--- src/ccu_pkg.sv ---
// Constants for the codec port upper control block: register map, field
// positions, reset values and the bit-clock timing derived from aclk.
// Assumes a 250 MHz aclk and a 32-bit AXI4-Lite register bus.
package ccu_pkg;

  // ----------------------------------------------------------------------
  // Register map (byte addresses)
  // ----------------------------------------------------------------------
  localparam int          ADDR_W       = 8;
  localparam logic [7:0]  CTRL_OFS     = 8'h00;
  localparam logic [7:0]  ISTAT_OFS    = 8'h04;
  localparam logic [7:0]  IMASK_OFS    = 8'h08;
  localparam logic [7:0]  AUX_OFS      = 8'h0C;
  localparam logic [7:0]  STAT_OFS     = 8'h10;

  // ----------------------------------------------------------------------
  // Main control field positions
  // ----------------------------------------------------------------------
  localparam int          B_EN         = 16;
  localparam int          B_CS         = 17;
  localparam int          B_ADM        = 18;
  localparam int          B_TTE        = 19;
  localparam int          B_TRE        = 20;
  localparam int          B_ATE        = 21;
  localparam int          B_ARE        = 22;
  localparam int          B_LBM        = 23;
  localparam int          B_ECP        = 24;
  localparam int          ECP_W        = 2;
  localparam logic [31:0] CTRL_WMASK   = 32'h03FF_0000;
  localparam logic [31:0] CTRL_RST     = 32'h0000_0000;

  // Auxiliary register: frequency select of the second control register.
  localparam int          B_FS         = 0;
  localparam logic [31:0] AUX_RST      = 32'h0000_0000;

  // Interrupt status and mask layout, one bit per FIFO service request.
  localparam int          NIRQ         = 4;
  localparam int          I_TTX        = 0;
  localparam int          I_TRX        = 1;
  localparam int          I_ATX        = 2;
  localparam int          I_ARX        = 3;
  localparam logic [3:0]  IMASK_RST    = 4'h0;

  // ----------------------------------------------------------------------
  // Bit clock and frame timing
  // ----------------------------------------------------------------------
  localparam int          CLK_PERIOD_PS = 4000;
  localparam int          BCLK_FAST_PS  = 83466;
  localparam int          BCLK_SLOW_PS  = 104329;
  localparam int          FAST_CYC      = BCLK_FAST_PS / CLK_PERIOD_PS;
  localparam int          SLOW_CYC      = BCLK_SLOW_PS / CLK_PERIOD_PS;
  localparam logic [4:0]  FAST_M1       = 5'(FAST_CYC - 1);
  localparam logic [4:0]  SLOW_M1       = 5'(SLOW_CYC - 1);
  localparam logic [4:0]  FRAME_M1      = 5'h1F;

  // ----------------------------------------------------------------------
  // Bus responses
  // ----------------------------------------------------------------------
  localparam logic [1:0]  RESP_OKAY    = 2'h0;
  localparam logic [1:0]  RESP_SLVERR  = 2'h2;

endpackage : ccu_pkg

--- src/ccu_div.sv ---
// Tick divider: emits a one-cycle pulse on every (div_m1+1)-th input tick.
// Assumes tick_in is a one-cycle pulse on aclk.
`timescale 1ns/1ns
`default_nettype none

module ccu_div #(
  parameter int W = 2
) (
  input  wire logic         aclk,
  input  wire logic         aresetn,
  input  wire logic         clr,
  input  wire logic         tick_in,
  input  wire logic [W-1:0] div_m1,
  output var  logic         tick_out
);

  logic [W-1:0] cnt_q;

  // Count input ticks; a clear restarts the count so a new setting takes
  // effect from a clean phase.
  always_ff @(posedge aclk) begin
    if (!aresetn || clr) begin
      cnt_q    <= '0;
      tick_out <= 1'b0;
    end else begin
      tick_out <= 1'b0;
      if (tick_in) begin
        if (cnt_q >= div_m1) begin
          cnt_q    <= '0;
          tick_out <= 1'b1;
        end else begin
          cnt_q <= cnt_q + 1'b1;
        end
      end
    end
  end

endmodule : ccu_div

`default_nettype wire

--- src/ccu_ctrl.sv ---
// Codec port upper control block: control register, interrupt gating,
// pin handover, clock source and prescaler, frame and sample timing.
// Assumes FIFO service flags, receive-valid flags and the serial shifter
// output arrive on aclk; the external clock and receive pin are async.
`timescale 1ns/1ns
`default_nettype none

module ccu_ctrl #(
  parameter int SDIV_W = 8
) (
  input  wire logic              aclk,
  input  wire logic              aresetn,
  input  wire logic [7:0]        s_axi_awaddr,
  input  wire logic              s_axi_awvalid,
  output var  logic              s_axi_awready,
  input  wire logic [31:0]       s_axi_wdata,
  input  wire logic [3:0]        s_axi_wstrb,
  input  wire logic              s_axi_wvalid,
  output var  logic              s_axi_wready,
  output var  logic [1:0]        s_axi_bresp,
  output var  logic              s_axi_bvalid,
  input  wire logic              s_axi_bready,
  input  wire logic [7:0]        s_axi_araddr,
  input  wire logic              s_axi_arvalid,
  output var  logic              s_axi_arready,
  output var  logic [31:0]       s_axi_rdata,
  output var  logic [1:0]        s_axi_rresp,
  output var  logic              s_axi_rvalid,
  input  wire logic              s_axi_rready,
  output var  logic              irq,
  input  wire logic              tel_tx_service,
  input  wire logic              tel_rx_service,
  input  wire logic              aud_tx_service,
  input  wire logic              aud_rx_service,
  output var  logic [3:0]        service_irq,
  input  wire logic              sync_port_enable,
  input  wire logic              sync_port_remap,
  output var  logic              sync_port_grant,
  output var  logic              port_active,
  output var  logic              pins_to_pin_controller,
  input  wire logic              ext_clk_in,
  input  wire logic              link_rx_i,
  output var  logic              link_tx_o,
  output var  logic              link_tx_oe,
  output var  logic              link_sclk_o,
  output var  logic              link_sclk_oe,
  output var  logic              link_frame_o,
  output var  logic              link_frame_oe,
  input  wire logic              shifter_tx,
  output var  logic              shifter_rx,
  output var  logic              bit_tick,
  output var  logic              frame_tick,
  input  wire logic [SDIV_W-1:0] aud_sample_div,
  input  wire logic [SDIV_W-1:0] tel_sample_div,
  input  wire logic              aud_rx_valid,
  input  wire logic              tel_rx_valid,
  output var  logic              aud_rx_store,
  output var  logic              tel_rx_store
);

  // ----------------------------------------------------------------------
  // Helper functions
  // ----------------------------------------------------------------------

  // Merge a write into an old value under the byte strobes.
  function automatic logic [31:0] strb_merge(input logic [31:0] old_v,
                                             input logic [31:0] new_v,
                                             input logic [3:0]  strb);
    logic [31:0] r;
    r = old_v;
    for (int i = 0; i < 4; i++) begin
      if (strb[i]) begin
        r[i*8 +: 8] = new_v[i*8 +: 8];
      end
    end
    return r;
  endfunction : strb_merge

  // A divisor of zero is treated as one so the counter never stalls.
  function automatic logic [SDIV_W-1:0] sdiv_m1(input logic [SDIV_W-1:0] d);
    return (d == '0) ? '0 : d - 1'b1;
  endfunction : sdiv_m1

  // Receive store decision for one channel.
  function automatic logic rx_store(input logic rx_sampling_mode, input logic armed,
                                    input logic valid, input logic tmo);
    return (rx_sampling_mode && armed) ? tmo : valid;
  endfunction : rx_store

  // ----------------------------------------------------------------------
  // Registers
  // ----------------------------------------------------------------------
  logic [31:0]      ctrl_q;
  logic [31:0]      aux_q;
  logic [3:0]       istat_q;
  logic [3:0]       imask_q;
  logic             aw_full_q;
  logic             w_full_q;
  logic [7:0]       awaddr_q;
  logic [31:0]      wdata_q;
  logic [3:0]       wstrb_q;
  logic             aw_take;
  logic             w_take;
  logic             ar_take;
  logic             wr_do;
  logic             wr_hit;
  logic [31:0]      w1c;
  logic             en;
  logic             cs;
  logic             rx_sampling_mode;
  logic             loopback;
  logic             handover;
  logic [3:0]       svc_gated;
  logic [3:0]       svc_prev_q;
  logic [3:0]       ev;
  logic             ext_s1_q;
  logic             ext_s2_q;
  logic             ext_s3_q;
  logic             rx_s1_q;
  logic             rx_s2_q;
  logic             ext_edge;
  logic             presc_tick;
  logic [4:0]       int_cnt_q;
  logic             int_tick_q;
  logic             bit_t;
  logic             aud_tmo;
  logic             tel_tmo;
  logic             aud_armed_q;
  logic             tel_armed_q;
  logic [31:0]      rd_val;

  assign en       = ctrl_q[ccu_pkg::B_EN];
  assign cs       = ctrl_q[ccu_pkg::B_CS];
  assign rx_sampling_mode      = ctrl_q[ccu_pkg::B_ADM];
  assign loopback      = ctrl_q[ccu_pkg::B_LBM];

  assign handover = !en || loopback;

  // ----------------------------------------------------------------------
  // AXI4-Lite slave
  // ----------------------------------------------------------------------
  assign aw_take = s_axi_awvalid && s_axi_awready;
  assign w_take  = s_axi_wvalid && s_axi_wready;
  assign ar_take = s_axi_arvalid && s_axi_arready;
  assign wr_do   = aw_full_q && w_full_q && !s_axi_bvalid;
  assign w1c     = strb_merge(32'h0000_0000, wdata_q, wstrb_q);

  // Address and data are held separately so either may arrive first.
  always_ff @(posedge aclk) begin
    if (!aresetn) begin
      aw_full_q     <= 1'b0;
      w_full_q      <= 1'b0;
      awaddr_q      <= 8'h00;
      wdata_q       <= 32'h0000_0000;
      wstrb_q       <= 4'h0;
      s_axi_awready <= 1'b0;
      s_axi_wready  <= 1'b0;
    end else begin
      if (aw_take) begin
        awaddr_q <= s_axi_awaddr;
      end
      if (w_take) begin
        wdata_q <= s_axi_wdata;
        wstrb_q <= s_axi_wstrb;
      end
      aw_full_q     <= aw_take || (aw_full_q && !wr_do);
      w_full_q      <= w_take || (w_full_q && !wr_do);
      s_axi_awready <= !(aw_take || (aw_full_q && !wr_do));
      s_axi_wready  <= !(w_take || (w_full_q && !wr_do));
    end
  end

  // Write response follows one cycle after both halves are held.
  always_comb begin
    case (awaddr_q)
      ccu_pkg::CTRL_OFS, ccu_pkg::ISTAT_OFS, ccu_pkg::IMASK_OFS,
      ccu_pkg::AUX_OFS, ccu_pkg::STAT_OFS: wr_hit = 1'b1;
      default: wr_hit = 1'b0;
    endcase
  end

  always_ff @(posedge aclk) begin
    if (!aresetn) begin
      s_axi_bvalid <= 1'b0;
      s_axi_bresp  <= ccu_pkg::RESP_OKAY;
    end else if (wr_do) begin
      s_axi_bvalid <= 1'b1;
      s_axi_bresp  <= wr_hit ? ccu_pkg::RESP_OKAY : ccu_pkg::RESP_SLVERR;
    end else if (s_axi_bready) begin
      s_axi_bvalid <= 1'b0;
    end
  end

  // Control, mask and auxiliary registers; status writes are read-only.
  always_ff @(posedge aclk) begin
    if (!aresetn) begin
      ctrl_q  <= ccu_pkg::CTRL_RST;
      aux_q   <= ccu_pkg::AUX_RST;
      imask_q <= ccu_pkg::IMASK_RST;
    end else if (wr_do) begin
      if (awaddr_q == ccu_pkg::CTRL_OFS) begin
        ctrl_q <= strb_merge(ctrl_q, wdata_q, wstrb_q) & ccu_pkg::CTRL_WMASK;
      end
      if (awaddr_q == ccu_pkg::AUX_OFS) begin
        aux_q <= {31'h0000_0000, w1c[ccu_pkg::B_FS]};
      end
      if (awaddr_q == ccu_pkg::IMASK_OFS) begin
        imask_q <= wstrb_q[0] ? wdata_q[3:0] : imask_q;
      end
    end
  end

  // Read path: one cycle from address taken to data valid.
  always_comb begin
    case (s_axi_araddr)
      ccu_pkg::CTRL_OFS:  rd_val = ctrl_q;
      ccu_pkg::ISTAT_OFS: rd_val = {28'h000_0000, istat_q};
      ccu_pkg::IMASK_OFS: rd_val = {28'h000_0000, imask_q};
      ccu_pkg::AUX_OFS:   rd_val = aux_q;
      ccu_pkg::STAT_OFS:  rd_val = {26'h000_0000, cs, tel_armed_q, aud_armed_q,
                                    sync_port_grant, pins_to_pin_controller,
                                    port_active};
      default:            rd_val = 32'h0000_0000;
    endcase
  end

  always_ff @(posedge aclk) begin
    if (!aresetn) begin
      s_axi_arready <= 1'b0;
      s_axi_rvalid  <= 1'b0;
      s_axi_rdata   <= 32'h0000_0000;
      s_axi_rresp   <= ccu_pkg::RESP_OKAY;
    end else begin
      s_axi_arready <= !(ar_take || (s_axi_rvalid && !s_axi_rready));
      if (ar_take) begin
        s_axi_rvalid <= 1'b1;
        s_axi_rdata  <= rd_val;
        s_axi_rresp  <= (s_axi_araddr > ccu_pkg::STAT_OFS ||
                         s_axi_araddr[1:0] != 2'h0) ?
                        ccu_pkg::RESP_SLVERR : ccu_pkg::RESP_OKAY;
      end else if (s_axi_rready) begin
        s_axi_rvalid <= 1'b0;
      end
    end
  end

  // ----------------------------------------------------------------------
  // Interrupt gating and sticky status
  // ----------------------------------------------------------------------

  assign svc_gated[ccu_pkg::I_TTX] = tel_tx_service && ctrl_q[ccu_pkg::B_TTE];
  assign svc_gated[ccu_pkg::I_TRX] = tel_rx_service && ctrl_q[ccu_pkg::B_TRE];
  assign svc_gated[ccu_pkg::I_ATX] = aud_tx_service && ctrl_q[ccu_pkg::B_ATE];
  assign svc_gated[ccu_pkg::I_ARX] = aud_rx_service && ctrl_q[ccu_pkg::B_ARE];
  assign ev = svc_gated & ~svc_prev_q;

  // A new request in the clear cycle survives: set wins over clear.
  always_ff @(posedge aclk) begin
    if (!aresetn) begin
      svc_prev_q  <= 4'h0;
      service_irq <= 4'h0;
      istat_q     <= 4'h0;
      irq         <= 1'b0;
    end else begin
      svc_prev_q  <= svc_gated;
      service_irq <= svc_gated;
      if (wr_do && awaddr_q == ccu_pkg::ISTAT_OFS) begin
        istat_q <= (istat_q & ~w1c[3:0]) | ev;
      end else begin
        istat_q <= istat_q | ev;
      end
      irq <= |(istat_q & imask_q);
    end
  end

  // ----------------------------------------------------------------------
  // Pin handover and port precedence
  // ----------------------------------------------------------------------
  always_ff @(posedge aclk) begin
    if (!aresetn) begin
      port_active            <= 1'b0;
      pins_to_pin_controller <= 1'b1;
      sync_port_grant        <= 1'b0;
    end else begin
      port_active            <= en;
      pins_to_pin_controller <= handover;
      sync_port_grant        <= sync_port_enable && (!en || sync_port_remap);
    end
  end

  // ----------------------------------------------------------------------
  // Clock source, prescaler and frame timing
  // ----------------------------------------------------------------------

  // Pin inputs pass two flops; the receive pin feeds logic from the second, the clock edge detect from the second and a third.
  always_ff @(posedge aclk) begin
    if (!aresetn) begin
      ext_s1_q <= 1'b0;
      ext_s2_q <= 1'b0;
      ext_s3_q <= 1'b0;
      rx_s1_q  <= 1'b0;
      rx_s2_q  <= 1'b0;
    end else begin
      ext_s1_q <= ext_clk_in;
      ext_s2_q <= ext_s1_q;
      ext_s3_q <= ext_s2_q;
      rx_s1_q  <= link_rx_i;
      rx_s2_q  <= rx_s1_q;
    end
  end

  assign ext_edge = ext_s2_q && !ext_s3_q && en && cs;

  ccu_div #(.W(ccu_pkg::ECP_W)) u_presc (
    .aclk     (aclk),
    .aresetn  (aresetn),
    .clr      (!en || !cs),
    .tick_in  (ext_edge),
    .div_m1   (ctrl_q[ccu_pkg::B_ECP +: ccu_pkg::ECP_W]),
    .tick_out (presc_tick)
  );

  always_ff @(posedge aclk) begin
    if (!aresetn || !en || cs) begin
      int_cnt_q  <= 5'h00;
      int_tick_q <= 1'b0;
    end else if (int_cnt_q >= (aux_q[ccu_pkg::B_FS] ? ccu_pkg::SLOW_M1
                                                    : ccu_pkg::FAST_M1)) begin
      int_cnt_q  <= 5'h00;
      int_tick_q <= 1'b1;
    end else begin
      int_cnt_q  <= int_cnt_q + 5'h01;
      int_tick_q <= 1'b0;
    end
  end

  assign bit_t = cs ? presc_tick : int_tick_q;

  ccu_div #(.W(5)) u_frame (
    .aclk     (aclk),
    .aresetn  (aresetn),
    .clr      (!en),
    .tick_in  (bit_t),
    .div_m1   (ccu_pkg::FRAME_M1),
    .tick_out (frame_tick)
  );

  ccu_div #(.W(SDIV_W)) u_aud_sr (
    .aclk     (aclk),
    .aresetn  (aresetn),
    .clr      (!en),
    .tick_in  (frame_tick),
    .div_m1   (sdiv_m1(aud_sample_div)),
    .tick_out (aud_tmo)
  );

  ccu_div #(.W(SDIV_W)) u_tel_sr (
    .aclk     (aclk),
    .aresetn  (aresetn),
    .clr      (!en),
    .tick_in  (frame_tick),
    .div_m1   (sdiv_m1(tel_sample_div)),
    .tick_out (tel_tmo)
  );

  // ----------------------------------------------------------------------
  // Receive store timing
  // ----------------------------------------------------------------------

  always_ff @(posedge aclk) begin
    if (!aresetn || !en || !rx_sampling_mode) begin
      aud_armed_q <= 1'b0;
      tel_armed_q <= 1'b0;
    end else begin
      aud_armed_q <= aud_armed_q || aud_rx_valid;
      tel_armed_q <= tel_armed_q || tel_rx_valid;
    end
  end

  always_ff @(posedge aclk) begin
    if (!aresetn) begin
      aud_rx_store <= 1'b0;
      tel_rx_store <= 1'b0;
    end else begin
      aud_rx_store <= en && rx_store(rx_sampling_mode, aud_armed_q, aud_rx_valid, aud_tmo);
      tel_rx_store <= en && rx_store(rx_sampling_mode, tel_armed_q, tel_rx_valid, tel_tmo);
    end
  end

  // ----------------------------------------------------------------------
  // Link pins and serial shifter path
  // ----------------------------------------------------------------------

  // The bit clock toggles per bit tick, so one link clock period spans
  // two ticks; frame pulses line up with the low half.
  always_ff @(posedge aclk) begin
    if (!aresetn) begin
      bit_tick      <= 1'b0;
      link_sclk_o   <= 1'b0;
      link_tx_o     <= 1'b0;
      link_frame_o  <= 1'b0;
      link_tx_oe    <= 1'b0;
      link_sclk_oe  <= 1'b0;
      link_frame_oe <= 1'b0;
      shifter_rx    <= 1'b0;
    end else begin
      bit_tick      <= bit_t;
      link_sclk_o   <= en && (bit_t ? !link_sclk_o : link_sclk_o);
      link_tx_o     <= shifter_tx && !handover;
      link_frame_o  <= frame_tick && !handover;
      link_tx_oe    <= !handover;
      link_sclk_oe  <= !handover;
      link_frame_oe <= !handover;
      shifter_rx    <= loopback ? shifter_tx : rx_s2_q;
    end
  end

endmodule : ccu_ctrl

`default_nettype wire

--- config.mk ---
export PLATFORM = sky130hd
export DESIGN_NAME = ccu_ctrl
export DESIGN_NICKNAME = d
export VERILOG_FILES = /design/src/ccu_pkg.sv /design/src/ccu_div.sv /design/src/ccu_ctrl.sv
export SDC_FILE = /design/constraint.sdc
export NUM_CORES = 1
export LEC_CHECK = 0
export BUFFER_PORTS_ARGS = -buffer_cell sky130_fd_sc_hd__buf_2
export CAP_MARGIN = 25
export CORE_MARGIN = 4
export CORE_UTILIZATION = 53
export CTS_CLUSTER_SIZE = 8
export DETAILED_ROUTE_END_ITERATION = 16
export GPL_TIMING_DRIVEN = 0
export HOLD_SLACK_MARGIN = 0.02
export PLACE_DENSITY = 0.8
export SETUP_SLACK_MARGIN = 0.02
export SLEW_MARGIN = 10
export SYNTH_ARGS = -nofsm -noshare
export SYNTH_HDL_FRONTEND = slang
export SYNTH_SLANG_ARGS = --single-unit
--- constraint.sdc ---
create_clock -name aclk -period 3.2 [get_ports aclk]
set_clock_uncertainty 0.1 [all_clocks]
set_input_delay 0.32 -clock aclk [delete_from_list [all_inputs] [get_ports aclk]]
set_output_delay 0.32 -clock aclk [all_outputs]
set_load 0.05 [all_outputs]
==> results of run 1 <==
==> path summary, 6_finish.rpt <==
check,startpoint,endpoint,slack [ns]
max,aud_sample_div[0],u_aud_sr.cnt_q[2]$_SDFFE_PN0P_,0.39
min,s_axi_arvalid,s_axi_rresp[1]$_SDFFE_PN0P_,0.05
max reg2reg,awaddr_q[7]$_SDFFE_PN0P_,ctrl_q[18]$_SDFFE_PN0P_,1.01
min reg2reg,rx_s1_q$_SDFF_PN0_,rx_s2_q$_SDFF_PN0_,0.33
==> power breakdown <==
group | internal (uW) | switching, uW | total, uW
clock | 1380 | 684 | 2060
sequential | 1580 | 17.8 | 1600
combinational | 144 | 200 | 343
total | 3110 | 901 | 4010
==> synthesized netlist by cell type (4+ instances only) <==
| master | count | area share [%] |
|---|---|---|
| dfxtp_1 | 125 | 43 |
| nand2_1 | 90 | 5.8 |
| a21boi_0 | 40 | 5.2 |
| nor2_1 | 28 | 1.8 |
| nor3_1 | 28 | 2.4 |
| ha_1 | 27 | 5.8 |
| clkbuf_1 | 26 | 1.7 |
| nor2b_1 | 26 | 2.8 |
| mux2i_1 | 23 | 4.0 |
| nand3_1 | 23 | 2.0 |
| a21oi_1 | 21 | 1.8 |
| buf_4 | 20 | 2.6 |
| inv_1 | 18 | 1.2 |
| and2_1 | 16 | 1.7 |
| nand3b_1 | 13 | 1.7 |
| o21ai_0 | 13 | 1.1 |
| xor2_1 | 13 | 2.0 |
| nand4b_1 | 11 | 1.7 |
| xnor2_1 | 11 | 1.7 |
| nand2b_1 | 8 | 0.86 |
| and3_1 | 7 | 0.75 |
| nand4_1 | 6 | 0.65 |
| a211o_1 | 4 | 0.60 |
| a31oi_1 | 4 | 0.43 |
| a32o_1 | 4 | 0.69 |
| nor3b_1 | 4 | 0.52 |
==> worst max-delay path: cells and delay by family <==
kind | cells | cell delay, ns
AND/OR/NAND/NOR | 6 | 1.24
AO/OA/AOI/OAI | 2 | 0.92
adder cells (fa/ha/maj) | 2 | 0.41
buffers and inverters | 2 | 0.16
==> flip-flops by register name, indices dropped and copies added (netlist names), 2 cells and up <==
signal,cells
wstrb_q,3
u_frame.cnt_q,5
ctrl_q,10
u_aud_sr.cnt_q,8
wdata_q,14
imask_q,4
s_axi_rdata,16
int_cnt_q,5
istat_q,4
awaddr_q,8
svc_prev_q,4
u_presc.cnt_q,2
u_tel_sr.cnt_q,8
==> layout make-up <==
class	instances	area, um^2
Timing Repair Buffer	146	921
Clock inverter	12	191
Inverter	18	67.6
Clock buffer	20	445
Buffer	50	272
Sequential cell	125	2500
Multi-Input combinational cell	469	3030
Tap cell	136	170
Fill cell	772	2910
==> per-layer routing <==
layer	vias up	global-route usage, %	share of wire [%]
met1	2488	26.6	40
met5	-	0	0
met4	0	11.2	3.4
li1	2581	-	-
met3	49	5.07	6.7
met2	198	42.6	50
==> stage by stage <==
step	setup TNS [ns]	hold slack, ns	area [um^2]	setup slack [ns]	util, %
2_1_floorplan	0	0.312	5870	0.404	-
3_3_place_gp	-1.10	0.314	6570	-0.117	62.6
3_5_place_dp	-2.91	0.328	6570	-0.238	62.6
4_1_cts	0	0.0331	7590	0.316	72.2
5_1_grt	0	0.106	7600	0.115	72.3
6_report	0	0.0542	7600	0.393	72.3
==> logic make-up after synthesis <==
| group | count (synthesis) | synth area share [%] |
|---|---|---|
| AOI/OAI and AO/OA | 100 | 11.7 |
| xor gates and xnor gates | 24 | 3.62 |
| adders and majority gates | 27 | 5.82 |
| buffers and inverters | 68 | 5.84 |
| DFF | 125 | 43.1 |
| muxes | 23 | 3.97 |
| other | 1 | 0.0646 |
| and+or+nand+nor | 277 | 25.8 |
==> impl_metrics.py, run 1 <==
metrics = {
    "outcome": {
        "outcome": "finished, final reports clean",
    },
    "sta": {
        "period_minus_slack_ns": 2.81,
        "rsz0062_at_grt": "no",
        "min_period_over_period_pct": 87.7,
        "final-hold-violation-count": 0,
        "worst_slew_pin_slew_ns": 1.01,
        "fmax_ghz": 0.356,
        "relSlewSlack_pct": 32.1,
        "setup_viol": 0,
        "drv_slew": 0,
    },
    "drt": {
        "drt_iter0_markers": 423,
        "vias": 5316,
        "drc": 0,
        "wl_per_cell_um": 15.3,
        "finalWirelength_mm": 15.0,
        "antenna_left": 0,
        "drtPass1Iterations": 5,
        "vias_per_cell": 5.45,
    },
    "logic_synthesis": {
        "seq_area_frac_synth_pct": 43.1,
        "ys_types": 47,
        "ys_warn_count": 0,
        "ys.flop_type": "dfxtp_1",
        "synth_area_um2": 5800,
        "async_reset_ff_share_pct": 0,
        "syn_avg_cell_area_um2": 9.00,
        "synthCells": 645,
        "synth-seq-cells": 125,
        "synth-edff-count": 0,
    },
    "power_and_ir_drop": {
        "ir_drop_mv": 0.313,
        "powerDensity_nw_per_um2": 528,
        "finalPower_uw": 4010,
        "p_leak_uw": 0.00311,
    },
    "clock_network": {
        "clock_sinks": 125,
        "cts_buffer_depth": 2,
        "h-tree-depth": 4,
        "cts_setup_buffers": 0,
        "cts_tree": "yes",
        "root_buffer": "clkbuf_8",
        "path_clk_slew_ns": 0.06,
        "cts_resized": 0,
        "clock_latency_ns": 0.52,
        "cts_made_buffers": 17,
        "postCtsHoldBufs": 38,
    },
    "grt": {
        "grt_pass1_vias": 5273,
        "grt_usage_pct": 23.8,
        "grt_max_degree": 17,
        "grt_first_pass_wirelength_mm": 24.5,
        "antenna_found_initial": 0,
        "grt_overflow_total": 0,
    },
    "hold_path": {
        "min-delay-path-class": "input port to flop",
        "whs_path_depth": 3,
    },
    "placement": {
        "place_congestion": 0.837,
        "dpl.hpwl_mm": 10.3,
        "dp_cells": 905,
        "portBuffers": 107,
    },
    "die": {
        "die_w_um": 113,
        "io_pins": 146,
        "dieArea_um2": 12700,
        "start_util_pct": 55.2,
        "rows": 37,
        "die_y_um": 113,
        "coreArea_um2": 10500,
    },
    "job": {
        "drv_cap": 0,
    },
    "setup_path": {
        "crit_fanout": 9,
        "endpoint_kind": "flop",
        "critPathKind": "input port to flop",
        "slowest_stage": "o31ai_1",
        "cp-start-kind": "input port",
        "worstPathCellList": "buf_2 -> inv_1 -> ha_1 -> nor2b_1 -> nand3b_1 -> or3_1 -> and2_1 -> ha_1 -> nand2b_1 -> a31oi_1 -> o31ai_1 -> nor3_1",
        "crit_top_cell": "ha_1",
        "critPathArrivalTime_ns": 3.07,
        "r2r_cells": 5,
        "critPathRequiredTime_ns": 3.46,
        "slowest_delay_ns": 0.84,
    },
    "final_layout": {
        "area_growth_pct": 30.9,
        "final_cells": 976,
        "drive_above_1_share_pct": 20.0,
        "final_net_count": 940,
        "final_cell_mix": "dfxtp_1, buf_2, nand2_1",
        "antenna_cells": 0,
        "final_common_cell": "dfxtp_1",
    },
}
No activity file was read; power rests on OpenSTA's default activity.
==> inputs of run 2 (changes only) <==
--- a/config.mk
+++ b/config.mk
@@ -8,12 +8,13 @@
 export BUFFER_PORTS_ARGS = -buffer_cell sky130_fd_sc_hd__buf_2
 export CAP_MARGIN = 25
 export CORE_MARGIN = 4
-export CORE_UTILIZATION = 53
+export CORE_UTILIZATION = 55
+export CTS_BUF_LIST = sky130_fd_sc_hd__clkbuf_8
 export CTS_CLUSTER_SIZE = 8
 export DETAILED_ROUTE_END_ITERATION = 16
 export GPL_TIMING_DRIVEN = 0
 export HOLD_SLACK_MARGIN = 0.02
-export PLACE_DENSITY = 0.8
+export PLACE_DENSITY = 0.82
 export SETUP_SLACK_MARGIN = 0.02
 export SLEW_MARGIN = 10
 export SYNTH_ARGS = -nofsm -noshare
==> run 2 against run 1 <==
  * First-iteration DRC count down 20%
  * Clock power down 30%
  * Cell count is 3.3% lower
  * Count of clock-buffer cells in the layout grew 1
  * Register-to-register slack lost 0.09 ns
  * Cell area decreased by 7.0%
  * Largest power group is now sequential cells
==> impl_metrics.py, run 2 (synthesis results as in run 1) <==
metrics = {
    "sta": {
        "relSlewSlack_pct": 28.4,
        "worst_slack_ns": 0.238,
        "period_minus_slack_ns": 2.96,
        "worst_slew_pin_slew_ns": 1.06,
        "fmax_ghz": 0.338,
        "final-hold-violation-count": 0,
        "setup_viol": 0,
        "rsz0062_at_grt": "no",
        "drv_slew": 0,
        "min_period_over_period_pct": 92.6,
        "whs_ns": 0.0364,
    },
    "clock_network": {
        "cts_made_buffers": 17,
        "cts_resized": 0,
        "postCtsHoldBufs": 6,
        "root_buffer": "clkbuf_8",
        "clock_latency_ns": 0.43,
        "cts_buffer_depth": 2,
        "h-tree-depth": 4,
        "cts_tree": "yes",
        "clock_sinks": 125,
        "cts_setup_buffers": 0,
        "path_clk_slew_ns": 0.07,
    },
    "grt": {
        "grt_usage_pct": 22.8,
        "grt_max_degree": 17,
        "grt_pass1_vias": 4984,
        "grt_first_pass_wirelength_mm": 23.2,
        "antenna_found_initial": 0,
        "grt_overflow_total": 0,
        "top_usage_layer": "met2",
        "met1_usage_pct": 27.6,
        "use_met2_pct": 38.6,
        "grt_use_met3_pct": 5.57,
    },
    "setup_path": {
        "endpoint_kind": "flop",
        "critPathKind": "input port to flop",
        "cp-start-kind": "input port",
        "critPathRequiredTime_ns": 3.46,
        "critPathArrivalTime_ns": 3.22,
        "crit_fanout": 9,
        "crit_start": "tel_sample_div[0]",
        "reg2reg_from": "u_tel_sr.cnt_q[0]$_SDFFE_PN0P_",
    },
    "final_layout": {
        "drive_above_1_share_pct": 20.8,
        "fillers": 827,
        "area_growth_pct": 21.8,
        "antenna_cells": 0,
        "final_common_cell": "dfxtp_1",
        "top_register": "s_axi_rdata",
        "final_cell_mix": "dfxtp_1, buf_2, nand2_1",
        "largest_register_ffs": 16,
        "final_area_um2": 7070,
        "final_net_count": 908,
        "reg_top3": "s_axi_rdata: 16 flops, wdata_q: 14 flops, ctrl_q: 10 flops",
    },
    "die": {
        "io_pins": 146,
        "die_y_um": 111,
        "dieArea_um2": 12300,
        "rows": 37,
        "start_util_pct": 56.2,
        "coreArea_um2": 10300,
        "die_w_um": 111,
    },
    "power_and_ir_drop": {
        "switching_share_pct": 24.1,
        "p_leak_uw": 0.00287,
        "seqPwrFrac_pct": 47.7,
        "ir_drop_mv": 0.228,
        "intPower_uw": 2550,
        "combinationalPowerShare_pct": 9.2,
        "clkPwrFrac_pct": 43.2,
        "power.switching_uw": 809,
        "powerDensity_nw_per_um2": 475,
    },
    "job": {
        "drv_cap": 0,
    },
    "placement": {
        "dpl.hpwl_mm": 10.5,
        "place_congestion": 0.879,
        "placed_cell_area_um2": 6570,
        "dp_slack_ns": -0.207,
        "portBuffers": 107,
    },
    "hold_path": {
        "min_from": "s_axi_wdata[23]",
        "min-delay-path-class": "input port to flop",
    },
    "drt": {
        "finalWirelength_mm": 13.9,
        "vias": 5137,
        "drc": 0,
        "wl_per_cell_um": 14.7,
        "drtPass1Iterations": 6,
        "vias_per_cell": 5.44,
        "drt_iter0_markers": 337,
        "antenna_left": 0,
    },
    "outcome": {
        "outcome": "finished, final reports clean",
    },
}
-- run 2: changes by cell type in the layout (fill, tap and decap cells not counted), sizes merged --
cell,before,now
inv,18,19
clkbuf,46,47
bufinv,5,3
dlygate4sd3,38,6
clkinv,6,4
clkinvlp,1,3
-- run 2: area by class of cell --
class / count / area [um^2] / share of cell area (%)
timing repair buffer: 114 / 601 / 8.50
buffer: 50 / 272 / 3.84
multi-input combinational: 469 / 3030 / 42.8
clock inverter: 11 / 140 / 1.98
clock buffer: 21 / 289 / 4.09
sequential: 125 / 2500 / 35.4
tap: 136 / 170 / 2.41
inverter: 18 / 67.6 / 0.956
-- run 2: critical path: stages --
cell	delay, ns
buf_2	0.10
inv_1	0.06
ha_1	0.16
nor2b_1	0.25
nand3b_1	0.14
or3_1	0.41
and2_1	0.19
ha_1	0.26
nand2b_1	0.09
a31oi_1	0.10
o31ai_1	0.89
and2_1	0.25
-- run 2: final timing paths --
path	end	slack, ns	depth (start not counted)
setup / recovery	u_tel_sr.tick_out$_SDFF_PP0_	0.24	12
hold / removal	wdata_q[23]$_SDFFE_PN0P_	0.04	3
setup reg to reg	u_tel_sr.tick_out$_SDFF_PP0_	0.92	6
hold reg to reg	rx_s2_q$_SDFF_PN0_	0.34	1
-- run 2: layer usage --
layer,wire (um),up-vias
li1,-,2502
met1,5930,2413
met2,6870,185
met3,773,37
met4,347,0
met5,0,-
-- run 2: stage by stage --
stage | power (uW) | util (%) | std cells | setup TNS, ns
finish | 3360 | 68.5 | 944 | 0
global route | 3470 | 68.5 | 944 | 0
CTS | 3370 | 68.4 | 943 | 0
detailed placement | 1930 | 63.7 | 905 | -2.77
global placement | 1920 | 63.7 | 905 | -0.794
floorplan | 1840 | - | 662 | 0
-- run 2: power groups by stage --
stage          Sequential (uW)  Clock (uW)  Combinational [uW]
6_report                  1600        1450                 308
5_1_grt                   1600        1530                 337
4_1_cts                   1600        1460                 306
3_5_place_dp              1630           0                 300
3_3_place_gp              1630           0                 290
2_1_floorplan             1650           0                 188
